--- src/sac_pkg.sv ---
// Package for the serial attenuator control block: widths, reset values and timing constants.
// Assumes a 40 MHz pclk domain; all link pins arrive asynchronously.
package sac_pkg;
	localparam int WORD_W = 6;
	localparam logic [5:0] WORD_RESET = 6'h3F;
	localparam int SYNC_STAGES = 3;
	localparam int PCLK_HZ = 40000000;
	localparam int PCLK_PERIOD_PS = 25000;
	localparam int LE_SPACING_NS = 630;
	localparam int LE_SPACING_CYC = (LE_SPACING_NS * 1000 + PCLK_PERIOD_PS - 1) / PCLK_PERIOD_PS;
	localparam int HALF_DB_STEPS_W = 7;
	localparam logic [6:0] HALF_DB_ZERO = 7'h00;
	localparam logic [5:0] ADDR_CTRL = 6'h00;
	localparam logic [5:0] ADDR_STATUS = 6'h04;
	localparam logic [5:0] ADDR_SHIFT = 6'h08;
	localparam int CTRL_FREEZE_BIT = 0;
	localparam logic [31:0] CTRL_RESET = 32'h00000000;
endpackage

--- src/sac_link_if.sv ---
// Interface carrying the synchronised link levels from the sampler to the core.
// Assumes both ends run on pclk.
interface sac_link_if;
	logic sclk_level;
	logic data_level;
	logic latch_level;
	modport sampler (output sclk_level, output data_level, output latch_level);
	modport core (input sclk_level, input data_level, input latch_level);
endinterface

--- src/sac_pin_sync.sv ---
// Three-stage sampler for the three serial control pins.
// Assumes the pins are asynchronous to pclk; a level is accepted when stages two and three agree.
module sac_pin_sync (
	input wire logic pclk,
	input wire logic presetn,
	input wire logic serial_clock,
	input wire logic serial_data_in,
	input wire logic latch_enable,
	sac_link_if.sampler link
);
	import sac_pkg::*;
	logic [2:0] pins;
	logic [2:0] stage1;
	logic [2:0] stage2;
	logic [2:0] stage3;
	logic [2:0] level;
	assign pins = {latch_enable, serial_data_in, serial_clock};

	always_ff @(posedge pclk or negedge presetn) begin
		if (!presetn) begin
			stage1 <= 3'h0;
			stage2 <= 3'h0;
			stage3 <= 3'h0;
		end else begin
			stage1 <= pins;
			stage2 <= stage1;
			stage3 <= stage2;
		end
	end

	// Each pin keeps its last agreed level while stages two and three differ.
	genvar i;
	for (i = 0; i < 3; i++) begin : g_filt
		always_ff @(posedge pclk or negedge presetn) begin
			if (!presetn) begin
				level[i] <= 1'b0;
			end else if (stage2[i] == stage3[i]) begin
				level[i] <= stage3[i];
			end
		end
	end

	assign link.sclk_level = level[0];
	assign link.data_level = level[1];
	assign link.latch_level = level[2];
endmodule

--- src/sac_top.sv ---
// Serial attenuator control: shifts a 6-bit word in on the serial clock and latches it to the attenuator.
// Assumes a 40 MHz pclk, asynchronous link pins and an APB master on the register side.
// Operation
// - Six-bit word, most significant bit first.
// - Word is active low, binary weighted.
// - All 64 codes legal, weights summed.
// - Latch enable high blocks serial shifting.
// - Data sampled on serial clock rising edge.
// - Latch transparent while high unless the freeze bit is set, frozen when low.
module sac_top #(
	parameter int WORD_BITS = sac_pkg::WORD_W
) (
	input wire logic pclk,
	input wire logic presetn,
	input wire logic psel,
	input wire logic penable,
	input wire logic pwrite,
	input wire logic [5:0] paddr,
	input wire logic [31:0] pwdata,
	output logic [31:0] prdata,
	output logic pready,
	output logic pslverr,
	input wire logic serial_clock,
	input wire logic serial_data_in,
	input wire logic latch_enable,
	output logic [5:0] step_attenuator,
	output logic [6:0] attenuation_half_db
);
	import sac_pkg::*;

	// Refuses any word width other than six while the design is elaborated.
	if (WORD_BITS != WORD_W) begin : g_bad_width
		$error("sac_top supports only a six-bit control word.");
	end

	sac_link_if link ();

	sac_pin_sync u_sync (
		.pclk(pclk),
		.presetn(presetn),
		.serial_clock(serial_clock),
		.serial_data_in(serial_data_in),
		.latch_enable(latch_enable),
		.link(link)
	);

	logic sclk_prev;
	logic latch_prev;
	logic sclk_rise;
	logic latch_rise;
	logic [5:0] shift_word;
	logic [31:0] ctrl;
	logic freeze;
	logic [3:0] bit_count;
	logic spacing_violation;
	logic [15:0] spacing_count;
	logic [6:0] next_half_db;

	assign freeze = ctrl[CTRL_FREEZE_BIT];
	assign sclk_rise = link.sclk_level && !sclk_prev;
	assign latch_rise = link.latch_level && !latch_prev;

	always_ff @(posedge pclk or negedge presetn) begin
		if (!presetn) begin
			sclk_prev <= 1'b0;
			latch_prev <= 1'b0;
		end else begin
			sclk_prev <= link.sclk_level;
			latch_prev <= link.latch_level;
		end
	end

	// The shift register takes one bit per serial clock rising edge while latch enable is low.
	always_ff @(posedge pclk or negedge presetn) begin
		if (!presetn) begin
			shift_word <= WORD_RESET;
		end else if (sclk_rise && !link.latch_level) begin
			shift_word <= {shift_word[4:0], link.data_level};
		end
	end

	// Counts bits since the last latch, saturating, for software to see.
	always_ff @(posedge pclk or negedge presetn) begin
		if (!presetn) begin
			bit_count <= 4'h0;
		end else if (latch_rise) begin
			bit_count <= 4'h0;
		end else if (sclk_rise && !link.latch_level && bit_count != 4'hF) begin
			bit_count <= bit_count + 4'h1;
		end
	end

	// The holding latch follows the shift register while latch enable is high and freeze is clear, and holds otherwise.
	always_ff @(posedge pclk or negedge presetn) begin
		if (!presetn) begin
			step_attenuator <= WORD_RESET;
		end else if (link.latch_level && !freeze) begin
			step_attenuator <= shift_word;
		end
	end

	// Attenuation in half-decibel steps is the sum of the weights of cleared bits.
	always_comb begin
		next_half_db = HALF_DB_ZERO;
		for (int b = 0; b < WORD_W; b++) begin
			if (!step_attenuator[b]) begin
				next_half_db = next_half_db + 7'(1 << b);
			end
		end
	end

	always_ff @(posedge pclk or negedge presetn) begin
		if (!presetn) begin
			attenuation_half_db <= HALF_DB_ZERO;
		end else begin
			attenuation_half_db <= next_half_db;
		end
	end

	// Watches latch pulse spacing so software can see when the host broke it.
	always_ff @(posedge pclk or negedge presetn) begin
		if (!presetn) begin
			spacing_count <= 16'(LE_SPACING_CYC);
		end else if (latch_rise) begin
			spacing_count <= 16'h0000;
		end else if (spacing_count != 16'(LE_SPACING_CYC)) begin
			spacing_count <= spacing_count + 16'h0001;
		end
	end

	// Sticky flag; a new violation wins over a software clear in the same cycle.
	always_ff @(posedge pclk or negedge presetn) begin
		if (!presetn) begin
			spacing_violation <= 1'b0;
		end else if (latch_rise && spacing_count != 16'(LE_SPACING_CYC)) begin
			spacing_violation <= 1'b1;
		end else if (psel && penable && pwrite && paddr == ADDR_STATUS && pwdata[0]) begin
			spacing_violation <= 1'b0;
		end
	end

	// Control register with a freeze bit that holds the attenuator word.
	always_ff @(posedge pclk or negedge presetn) begin
		if (!presetn) begin
			ctrl <= CTRL_RESET;
		end else if (psel && penable && pwrite && paddr == ADDR_CTRL) begin
			ctrl <= {31'h0, pwdata[CTRL_FREEZE_BIT]};
		end
	end

	// APB slave with one wait-free access phase; unmapped addresses answer with an error.
	always_ff @(posedge pclk or negedge presetn) begin
		if (!presetn) begin
			prdata <= 32'h00000000;
			pready <= 1'b0;
			pslverr <= 1'b0;
		end else begin
			pready <= psel && !penable;
			pslverr <= 1'b0;
			prdata <= 32'h00000000;
			if (psel && !penable) begin
				case (paddr)
					ADDR_CTRL: prdata <= ctrl;
					ADDR_STATUS: prdata <= {16'h0, 1'b0, attenuation_half_db, 3'h0, spacing_violation, bit_count};
					ADDR_SHIFT: prdata <= {18'h0, shift_word, 2'h0, step_attenuator};
					default: pslverr <= 1'b1;
				endcase
			end
		end
	end
endmodule

--- config.mk ---
export PLATFORM = sky130hd
export DESIGN_NAME = sac_top
export DESIGN_NICKNAME = d
export VERILOG_FILES = /design/src/sac_pkg.sv /design/src/sac_link_if.sv /design/src/sac_pin_sync.sv /design/src/sac_top.sv
export SDC_FILE = /design/constraint.sdc
export NUM_CORES = 1
export LEC_CHECK = 0
export ABC_AREA = 1
export BUFFER_PORTS_ARGS = -buffer_cell sky130_fd_sc_hd__buf_2
export CORE_AREA = 2 2 95 97
export CTS_CLUSTER_DIAMETER = 40
export DETAILED_ROUTE_END_ITERATION = 7
export DIE_AREA = 0 0 97 99
export PLACE_DENSITY = 0.65
export RECOVER_POWER = 25
export SETUP_SLACK_MARGIN = 0.5
export SYNTH_ARGS = -nofsm -noshare
export SYNTH_HDL_FRONTEND = slang
export SYNTH_SLANG_ARGS = --single-unit
--- constraint.sdc ---
create_clock -name pclk -period 1.35 [get_ports pclk]
set_clock_uncertainty 0.1 [all_clocks]
set_input_delay 0.2025 -clock pclk [delete_from_list [all_inputs] [get_ports pclk]]
set_output_delay 0.2025 -clock pclk [all_outputs]
set_load 0.02 [all_outputs]
==> reports/metrics.yaml, run 1 <==
grt_pass1_wl_mm: 11.7
yosys.area_share.simple_pct: 26.3
grt_antenna_before_repair: 0
place_inst: 517
nets: 503
synth.avg_cell_area_um2: 8.82
grt_max_degree: 69
outcome: "finished, violations left"
crit_buf_inv: 1
worst_setup_path_end_kind: "flop"
crit_path_cell_trace: "buf_4 -> ha_4 -> nand3_2 -> nor2_4 -> nand2_2 -> nand3_1 -> nand2_1"
syn_to_final_growth_pct: 45.4
num_vias: 2739
worstPathArrival_ps: 1590
critPathRequiredTime_ps: 1500
worstSetupEndpoint: "spacing_count[0]$_DFFE_PN0P_"
drt_wl_total_mm: 7.60
switchingPower_uw: 2370
stdcell_count: 567
post-route-min-period_ps: 1450
routedWlPerCell_um: 13.4
synth_top_family_by_area: "simple AND/OR/NAND/NOR gates"
overflow: 0
maxSlewViolCount: 0
place.gp.congestion: 0.851
cts.path.max_buffers: 2
internal_power_uw: 4720
critPathTopFamily: "flip-flops"
dieWidth_um: 97
avgViaCountPerCell: 4.83
synthXorXnorAreaFrac_pct: 0
hp-class: "primary input to flop"
cap_viol_max_count: 0
start_kind: "flop"
setup_violations: 17
ant_nets: 0
p_seq_share_pct: 40.8
utilization_pct: 54.0
whs_path_depth: 3
path_max_fanout: 3
timing.fmax_ghz: 0.691
p_leak_uw: 0.00217
cts-root-buf: "clkbuf_8"
clock_power_share_pct: 26.8
pwr-share-comb_pct: 32.3
finalCritPeriodShare_pct: 107
syn-instance-count: 360
place_area_um2: 3600
cp_slowest_cell: "dfstp_2"
grt_pass1_vias: 2502
io_buffers: 40
switching_share_pct: 33.4
drtPass1Iterations: 4
path_depth: 7
fp.dieArea_um2: 9600
drc: 0
cts-buffers-inserted: 9
ys_seq_area_share_pct: 54.2
cts.sinks: 68
crit_start: "spacing_count[1]$_DFFE_PN1P_"
track_usage_pct: 15.0
ios: 93
hold_viol_final: 0
r2r-start: "spacing_count[1]$_DFFE_PN1P_"
final_area_um2: 4620
ys_seq_elements: 68
yosysWarnings: 0
die_height_um: 99
r2r-end: "spacing_count[0]$_DFFE_PN0P_"
max_stage_delay_ps: 570
violations: "negative setup slack"
drive_gt1_share_pct: 47.5
clk_latency_ps: 360
num_rows: 34
drt_iter0_drc: 131
muxShareOfSynthArea_pct: 0
htreeDepth: 3
ff2ff_setup_slack_ps: -100
clkSlewWorstSetupHoldPaths_ps: 70
synth_compound_area_share_pct: 5.99
reg2reg_depth: 7
start_util_pct: 37.1
vdd_drop_max_mv: 0.817
critPathKind: "flop to flop"
rsz0062_at_grt: "yes"
synthDistinctLibCells: 29
core-area_um2: 8550
total_power_uw: 7090
p_per_area_nw_per_um2: 1540
diodes: 0
synthAdderAreaFrac_pct: 2.13
dp_hpwl_mm: 4.45
holdWs_ps: 52.7
syn_area_um2: 3170
cts_tree: "built"
worst_slack_ps: -97.9
-- cell families after synthesis --
family / after synthesis
other: 1
AND/OR/NAND/NOR: 176
AO/OA/AOI/OAI: 38
adder cells (fa/ha/maj): 6
flip-flops: 68
buffers and inverters: 71
-- worst min path at each step --
stage	start	endpoint	slack, ps
after global routing	penable	pready$_DFF_PN0_	60
final	penable	pready$_DFF_PN0_	50
after detailed placement	presetn	u_sync.stage2[1]$_DFF_PN0_	150
after CTS	penable	pready$_DFF_PN0_	50
after global placement	presetn	attenuation_half_db[3]$_DFF_PN0_	150
after floorplan	presetn	attenuation_half_db[0]$_DFF_PN0_	-190
-- metrics by stage --
step	TNS [ps]	worst slack (ps)
finish	-803	-97.9
global route	-2000	-178
CTS	-770	-85.7
detailed placement	-1200	-157
global placement	-847	-131
floorplan	-66.5	-39.7
-- per-layer routing --
metal	track usage, %	up-vias	wire (um)
li1	-	1302	-
met1	19.9	1337	3150
met2	23.5	82	3870
met3	4.18	18	407
met4	6.18	0	169
met5	0	-	0
-- power groups by stage --
stage          registers [uW]  logic (uW)  clock network, uW
2_1_floorplan            2960         625                  0
3_3_place_gp             2840        1200                  0
3_5_place_dp             2850        1230                  0
4_1_cts                  2830        1920               1930
5_1_grt                  2930        2440               2020
6_report                 2890        2290               1900
-- cell usage in the layout, fill, tap and decap left out, types with 3 or more instances in the layout --
master | synthesis | final
dfrtp_1 | 53 | 53
nand2_1 | 77 | 49
buf_6 | 0 | 46
nor2_1 | 43 | 35
inv_1 | 38 | 29
nand2_2 | 2 | 23
conb_1 | 1 | 21
buf_4 | 22 | 21
nand3_1 | 18 | 17
nand4_1 | 16 | 16
dfstp_2 | 15 | 15
nor2_4 | 2 | 13
a21oi_2 | 0 | 13
o21ai_2 | 0 | 13
buf_2 | 6 | 13
inv_2 | 4 | 12
clkbuf_8 | 0 | 9
nand2_4 | 0 | 7
a21oi_1 | 19 | 6
nor2_2 | 8 | 5
dlygate4sd3_1 | 0 | 4
o21ai_0 | 13 | 3
maj3_2 | 0 | 3
o21ai_1 | 6 | 3
-- synth_stat cells (all sizes together) --
cell / n / area (um2)
a21oi: 19 / 95.1
and3: 1 / 6.26
buf: 28 / 195
clkbuf: 1 / 3.75
conb: 1 / 3.75
dfrtp: 53 / 1330
dfstp: 15 / 394
ha: 3 / 37.5
inv: 42 / 158
maj3: 3 / 30.0
nand2: 79 / 302
nand3: 21 / 128
nand3b: 2 / 27.5
nand4: 16 / 100
nor2: 54 / 254
nor4: 1 / 6.26
o21ai: 19 / 95.1
or2: 2 / 12.5
-- flip-flops by register name (all words and copies together) (netlist names), 3 cells and up --
| register | flops |
|---|---|
| u_sync.stage1 | 3 |
| u_sync.stage2 | 3 |
| attenuation_half_db | 6 |
| bit_count | 4 |
| spacing_count | 16 |
| shift_word | 6 |
| step_attenuator | 6 |
| prdata | 12 |
| u_sync.stage3 | 3 |
-- what timing repair did --
item | in CTS | in global routing
pin swaps | 10 | 13
endpoints found under the setup margin | 74 | 139
cloned | 1 | 1
setup buffers | 16 | 11
endpoints found under the hold margin | 57 | 0
resized for setup | 122 | 47
hold buffers | 5 | 0
-- layout make-up --
class                      instances  area (um2)
timing repair buffer              91         856
multi-input combinational        242        1520
fill                             717        3930
tap                              108         135
sequential                        68        1720
clock inverter                     7        98.8
clock buffer                       9         124
inverter                          42         163
-- worst min-delay path, delay by kind of cell --
kind          cells  cell delay, ps
simple gates      1              50
buf+inv           2             190
No activity file was read; power rests on OpenSTA's default activity.
==> run 2, diff against run 1 <==
BUFFER_PORTS_ARGS = default   (was -buffer_cell sky130_fd_sc_hd__buf_2)
DONT_BUFFER_PORTS = 1   (was default)
PLACE_DENSITY = 0.55   (was 0.65)
==> run 2 against run 1 <==
Effect of this change:
- the run ends with negative hold slack, negative setup slack left
- maximum frequency decreased by 1.4%
- first-iteration DRC count is 40% lower
- setup slack worse by 21 ps
- via count fell by 12%
- final cell count decreased by 9.9%
==> reports/metrics.yaml, run 2 (same netlist as run 1, synthesis figures left out) <==
core-area_um2: 8550  # unchanged
grt_util_met1_pct: 19.2  # -0.62 points
grt_pass1_vias: 2377  # -5.0%
path_max_fanout: 4  # +1
maxSlewViolCount: 0  # unchanged
worst_setup_path_end_kind: "flop"
syn_to_final_growth_pct: 27.9
num_rows: 34  # unchanged
crit_path_cell_trace: "ha_4 -> nand2_4 -> nor2_1 -> nand3_2 -> nand2_1 -> nand2_1 -> a21oi_1"
grtUsageMet2_pct: 23.1  # -0.37 points
total_power_uw: 5750  # -19%
place_inst: 476  # -7.9%
ff2ff_setup_slack_ps: -120  # -20 ps
cts.path.max_buffers: 2  # unchanged
start_kind: "flop"
cp_slowest_cell: "dfstp_2"
cts-buffers-inserted: 9  # unchanged
critPathTopFamily: "flip-flops"
max_stage_delay_ps: 590  # +20 ps
stdcell_count: 511  # -9.9%
ios: 93  # unchanged
overflow: 0  # unchanged
dieWidth_um: 97  # unchanged
worstPathArrival_ps: 1640  # +50 ps
num_vias: 2412  # -12%
cts_hold_repair.buffers: 4  # -1
final_common_cell: "nand2_1"
die_height_um: 99  # unchanged
layout_common_cells: "nand2_1 (49), dfrtp_1 (36), nor2_1 (34)"
holdWs_ps: -559  # -611 ps
grt_max_degree: 69  # unchanged
cts-root-buf: "clkbuf_8"
tns_ps: -994  # -191 ps
biggestRegsByFlops: "spacing_count (16), prdata (12)"
clk_latency_ps: 340  # -20 ps
avgViaCountPerCell: 4.72  # -2.3%
cap_viol_max_count: 0  # unchanged
crit_buf_inv: 0  # -1
cts.sinks: 68  # unchanged
grt_pass1_wl_mm: 11.3  # -3.0%
final_area_um2: 4060  # -12%
grt_antenna_before_repair: 0  # unchanged
grtUsageMet3_pct: 3.55  # -0.64 points
place.gp.congestion: 0.883  # +3.7%
p_per_area_nw_per_um2: 1420  # -7.8%
drt_iter0_drc: 78  # -40%
path_common_cell: "nand2_1"
grt.busiest_layer: "met2"
critPathRequiredTime_ps: 1520  # +20 ps
diodes: 0  # unchanged
largest_reg_flops: 16  # unchanged
hold_viol_final: 71  # +71
cts_tree: "built"
setup_violations: 16  # -1
p_leak_uw: 0.00181  # -17%
routedWlPerCell_um: 12.8  # -4.2%
drive_gt1_share_pct: 43.9  # -3.6 points
start_util_pct: 37.1  # unchanged
vdd_drop_max_mv: 0.511  # -37%
ant_nets: 0  # unchanged
timing.fmax_ghz: 0.681  # -1.4%
critPathKind: "flop to flop"
hp-class: "primary input to async pin"
track_usage_pct: 14.6  # -0.40 points
top_register: "spacing_count"
fp.dieArea_um2: 9600  # unchanged
worst_slack_ps: -119  # -20.9 ps
outcome: "finished, violations left"
finalCritPeriodShare_pct: 109  # +1.5 points
io_buffers: 0  # -100%
drt_wl_total_mm: 6.57  # -14%
clkSlewWorstSetupHoldPaths_ps: 80  # about the same
dp_hpwl_mm: 4.25  # -4.4%
drtPass1Iterations: 4  # unchanged
violations: "negative hold slack, negative setup slack"
nets: 447  # -11%
rsz0062_at_grt: "yes"
drc: 0  # unchanged
htreeDepth: 3  # unchanged
post-route-min-period_ps: 1470  # +20.9 ps
place_area_um2: 3380  # -6.1%
## run 2: worst paths after layout
kind	from	end	cells past startpoint
min in group pclk	paddr[3]	ctrl[0]$_DFFE_PN0P_	3
max in group asynchronous	presetn	spacing_count[4]$_DFFE_PN1P_	0
worst min-delay path	presetn	attenuation_half_db[1]$_DFF_PN0_	0
worst min register to register	u_sync.stage1[2]$_DFF_PN0_	u_sync.stage2[2]$_DFF_PN0_	0
worst max register to register	spacing_count[1]$_DFFE_PN1P_	spacing_count[8]$_DFFE_PN0P_	7
worst max-delay path	spacing_count[1]$_DFFE_PN1P_	spacing_count[8]$_DFFE_PN0P_	7
## run 2: where the power goes
| part | internal, uW | switching, uW |
|---|---|---|
| clock | 666 | 800 |
| combinational | 555 | 600 |
| sequential | 2520 | 609 |
| total | 3740 | 2010 |
## run 2: stage by stage
stage | setup slack (ps) | hold slack [ps] | utilization (%)
finish | -119 | -559 | 47.5
global route | -243 | -582 | 47.5
CTS | -96.7 | -570 | 44.8
detailed placement | -151 | -191 | 39.6
global placement | -151 | -191 | 39.6
floorplan | -39.7 | -193 | -
## run 2: what timing repair did
item	CTS	global route
setup buffers	7	6
pin swaps	14	16
gates cloned	2	0
hold endpoints to repair	75	71
endpoints found under the setup margin	80	81
gates resized for setup	55	53
## run 2: layer usage
metal,up-vias,share of wire (%)
li1,1191,-
met1,1156,47
met2,55,47
met3,10,4.2
met4,0,1.8
met5,-,0
## run 2: layout make-up
type	count	area [um2]
clock buffer	10	128
sequential	68	1740
clock inverter	6	42.5
fill	800	4490
tap	108	135
timing repair buffer	35	353
multi-input combinational	242	1500
inverter	42	163
==> run 3, diff against run 2 <==
ABC_AREA = default   (was 1)
CORE_AREA = 2 2 92 94   (was 2 2 95 97)
DIE_AREA = 0 0 94 96   (was 0 0 97 99)
==> run 3 against run 2 <==
Effect of this change:
- the flow still finishes with violations (negative hold slack, negative setup slack)
- critical path depth fell by 3
- routed wire length up 2.1%
- first-iteration DRC count down 24%
- core utilization grew 5.6 points
- non-clock buffer count rose by 37
- sequential share of layout area is 2.1 points lower
- largest power group unchanged
==> reports/metrics.yaml, run 3 <==
grt_pass1_vias: 2261  # -4.9%
drt_iter0_drc: 59  # -24%
yosys-top-cells-count: "dfrtp_1 (53), nand2_1 (32), nand3_1 (31)"
setup_violations: 33  # +17
syn_to_final_growth_pct: 43.2
hold_viol_final: 69  # -2.8%
grt_antenna_before_repair: 0  # unchanged
place_area_um2: 3520  # +4.1%
cts_hold_repair.buffers: 6  # +2
die_height_um: 96  # -3.0%
overflow: 0  # unchanged
drc: 0  # unchanged
worst_setup_path_end_kind: "flop"
synth.top_cell.area_share_pct: 44.4  # +2.6 points
outcome: "finished, violations left"
synthDistinctLibCells: 38  # +31%
dp_hpwl_mm: 4.20  # -1.2%
dieWidth_um: 94  # -3.1%
diodes: 0  # unchanged
syn-instance-count: 275  # -24%
worstPathArrival_ps: 1830  # +190 ps
htreeDepth: 3  # unchanged
nets: 394  # -12%
hp-class: "primary input to async pin"
num_vias: 2224  # -7.8%
timing.fmax_ghz: 0.608  # -11%
drtPass1Iterations: 4  # unchanged
path_max_fanout: 7  # +3
ys_seq_area_share_pct: 57.6  # +3.4 points
largest_reg_flops: 16  # unchanged
ios: 93  # unchanged
holdWs_ps: -561  # -2.02 ps
routedWlPerCell_um: 14.7  # +15%
ff2ff_setup_slack_ps: -300  # -180 ps
cts.path.max_buffers: 2  # unchanged
r2r-end: "spacing_count[10]$_DFFE_PN0P_"
cts-buffers-inserted: 9  # unchanged
cts_tree: "built"
final_common_cell: "buf_4"
r2r-start: "spacing_count[1]$_DFFE_PN1P_"
critPathRequiredTime_ps: 1530  # about the same
ys_seq_elements: 68  # unchanged
critPathKind: "flop to flop"
post-route-min-period_ps: 1650  # +177 ps
ys_async_sr_fraction_pct: 100  # unchanged
finalCritPeriodShare_pct: 122  # +13 points
stdcell_count: 455  # -11%
clkSlewWorstSetupHoldPaths_ps: 80  # about the same
biggestRegsByFlops: "spacing_count (16), prdata (12)"
ant_nets: 0  # unchanged
layout_common_cells: "buf_4 (46), dfrtp_1 (35), nand2_1 (24)"
yosysWarnings: 0  # unchanged
synth.avg_cell_area_um2: 10.9  # +23%
yosys.area.top_type: "dfrtp_1"
worst_slack_ps: -296  # -177 ps
rsz0062_at_grt: "yes"
cts-root-buf: "clkbuf_8"
final_area_um2: 4280  # +5.3%
fp.dieArea_um2: 9020  # -6.0%
place.gp.congestion: 0.751  # -15%
clk_latency_ps: 350  # about the same
drive_gt1_share_pct: 58.0  # +14 points
cap_viol_max_count: 0  # unchanged
p_leak_uw: 0.00177  # -2.2%
track_usage_pct: 15.6  # +0.99 points
p_per_area_nw_per_um2: 1400  # -1.2%
num_rows: 33  # -2.9%
start_util_pct: 37.1  # about the same
start_kind: "flop"
synth.most_common_cell: "dfrtp_1"
cts.sinks: 68  # unchanged
io_buffers: 0  # unchanged
top_register: "spacing_count"
grt_pass1_wl_mm: 10.8  # -4.8%
core-area_um2: 8050  # -5.8%
vdd_drop_max_mv: 1.10  # +120%
syn_area_um2: 2990  # -5.9%
synth_edf_count: 0  # unchanged
violations: "negative hold slack, negative setup slack"
maxSlewViolCount: 0  # unchanged
synthFlopType: "dfrtp_1"
total_power_uw: 5980  # +4.0%
avgViaCountPerCell: 4.89  # +3.6%
place_inst: 417  # -12%
reg2reg_depth: 4  # -3
synthTopCellsByArea: "dfrtp_1 (44%), dfstp_2 (13%), buf_4 (5.3%)"
drt_wl_total_mm: 6.70  # +2.1%
grt_max_degree: 69  # unchanged
[run 3: cell count changes after synthesis, sizes merged, moves of 9 or more]
| cell | delta |
|---|---|
| inv | -33 |
| mux2i | +9 |
| nand2 | -47 |
| nand3 | +10 |
| nand4 | -12 |
| nor2 | -50 |
| o21ai | -13 |
[run 3: logic make-up after synthesis]
family                     Yosys count  share of synthesized area [%]
and+or+nand+nor                    108                           19.4
DFF                                 68                           57.6
xor gates and xnor gates             2                          0.587
muxes                               16                           5.66
adders and majority gates            6                           2.26
AOI/OAI and AO/OA                   32                           6.03
buffers and inverters               42                           8.29
other                                1                          0.126
[run 3: layer usage]
| layer | part of all wire, % | wire [um] | GRT usage (%) | vias up |
|---|---|---|---|---|
| met3 | 3.2 | 216 | 3.92 | 11 |
| met5 | 0 | 0 | 0 | - |
| li1 | - | - | - | 1059 |
| met2 | 50 | 3320 | 25.9 | 38 |
| met1 | 45 | 3040 | 19.2 | 1116 |
| met4 | 1.9 | 125 | 7.37 | 0 |
[run 3: where the power goes]
part	switching, uW	total [uW]	internal (uW)
combinational	530	1210	676
sequential	503	2990	2480
clock	818	1790	969
total	1850	5980	4130
[run 3: repair_timing]
action | CTS | global route
setup endpoints to repair | 81 | 82
hold endpoints to repair | 77 | 69
resized for setup | 61 | 51
buffers inserted | 12 | 3
gates cloned | 0 | 1
pin swaps | 22 | 19
[run 3: final cells by class]
class / instances / area [um2]
timing repair buffer: 72 / 654
tap: 105 / 131
clock inverter: 5 / 58.8
sequential: 68 / 1740
multi-input combinational: 185 / 1500
inverter: 9 / 33.8
fill: 705 / 3780
clock buffer: 11 / 153
[run 3: critical path, cell delays in order, from the launching register on]
cell and delay [ps]:
dfstp_2 590, ha_4 180, nand2_8 80, or4_4 480, a21oi_2 150
[run 3: worst max-delay path by stage]
| stage | depth (start not counted) | from | end |
|---|---|---|---|
| 3_3_place_gp | 4 | spacing_count[4]$_DFFE_PN1P_ | spacing_count[15]$_DFFE_PN0P_ |
| 5_1_grt | 5 | spacing_count[4]$_DFFE_PN1P_ | spacing_count[9]$_DFFE_PN0P_ |
| 6_report | 4 | spacing_count[1]$_DFFE_PN1P_ | spacing_count[10]$_DFFE_PN0P_ |
| 4_1_cts | 4 | spacing_count[3]$_DFFE_PN1P_ | spacing_count[9]$_DFFE_PN0P_ |
| 3_5_place_dp | 4 | spacing_count[4]$_DFFE_PN1P_ | spacing_count[15]$_DFFE_PN0P_ |
| 2_1_floorplan | 4 | spacing_count[1]$_DFFE_PN1P_ | spacing_count[8]$_DFFE_PN0P_ |
[run 3: per-stage QoR]
| stage | hold WS, ps | worst slack, ps | util, % | TNS, ps |
|---|---|---|---|---|
| 6_report | -561 | -296 | 53.1 | -3950 |
| 3_5_place_dp | -190 | -374 | 43.7 | -4720 |
| 3_3_place_gp | -191 | -288 | 43.7 | -4000 |
| 4_1_cts | -587 | -314 | 50.7 | -3990 |
| 5_1_grt | -582 | -370 | 53.1 | -5640 |
| 2_1_floorplan | -193 | -173 | - | -1890 |
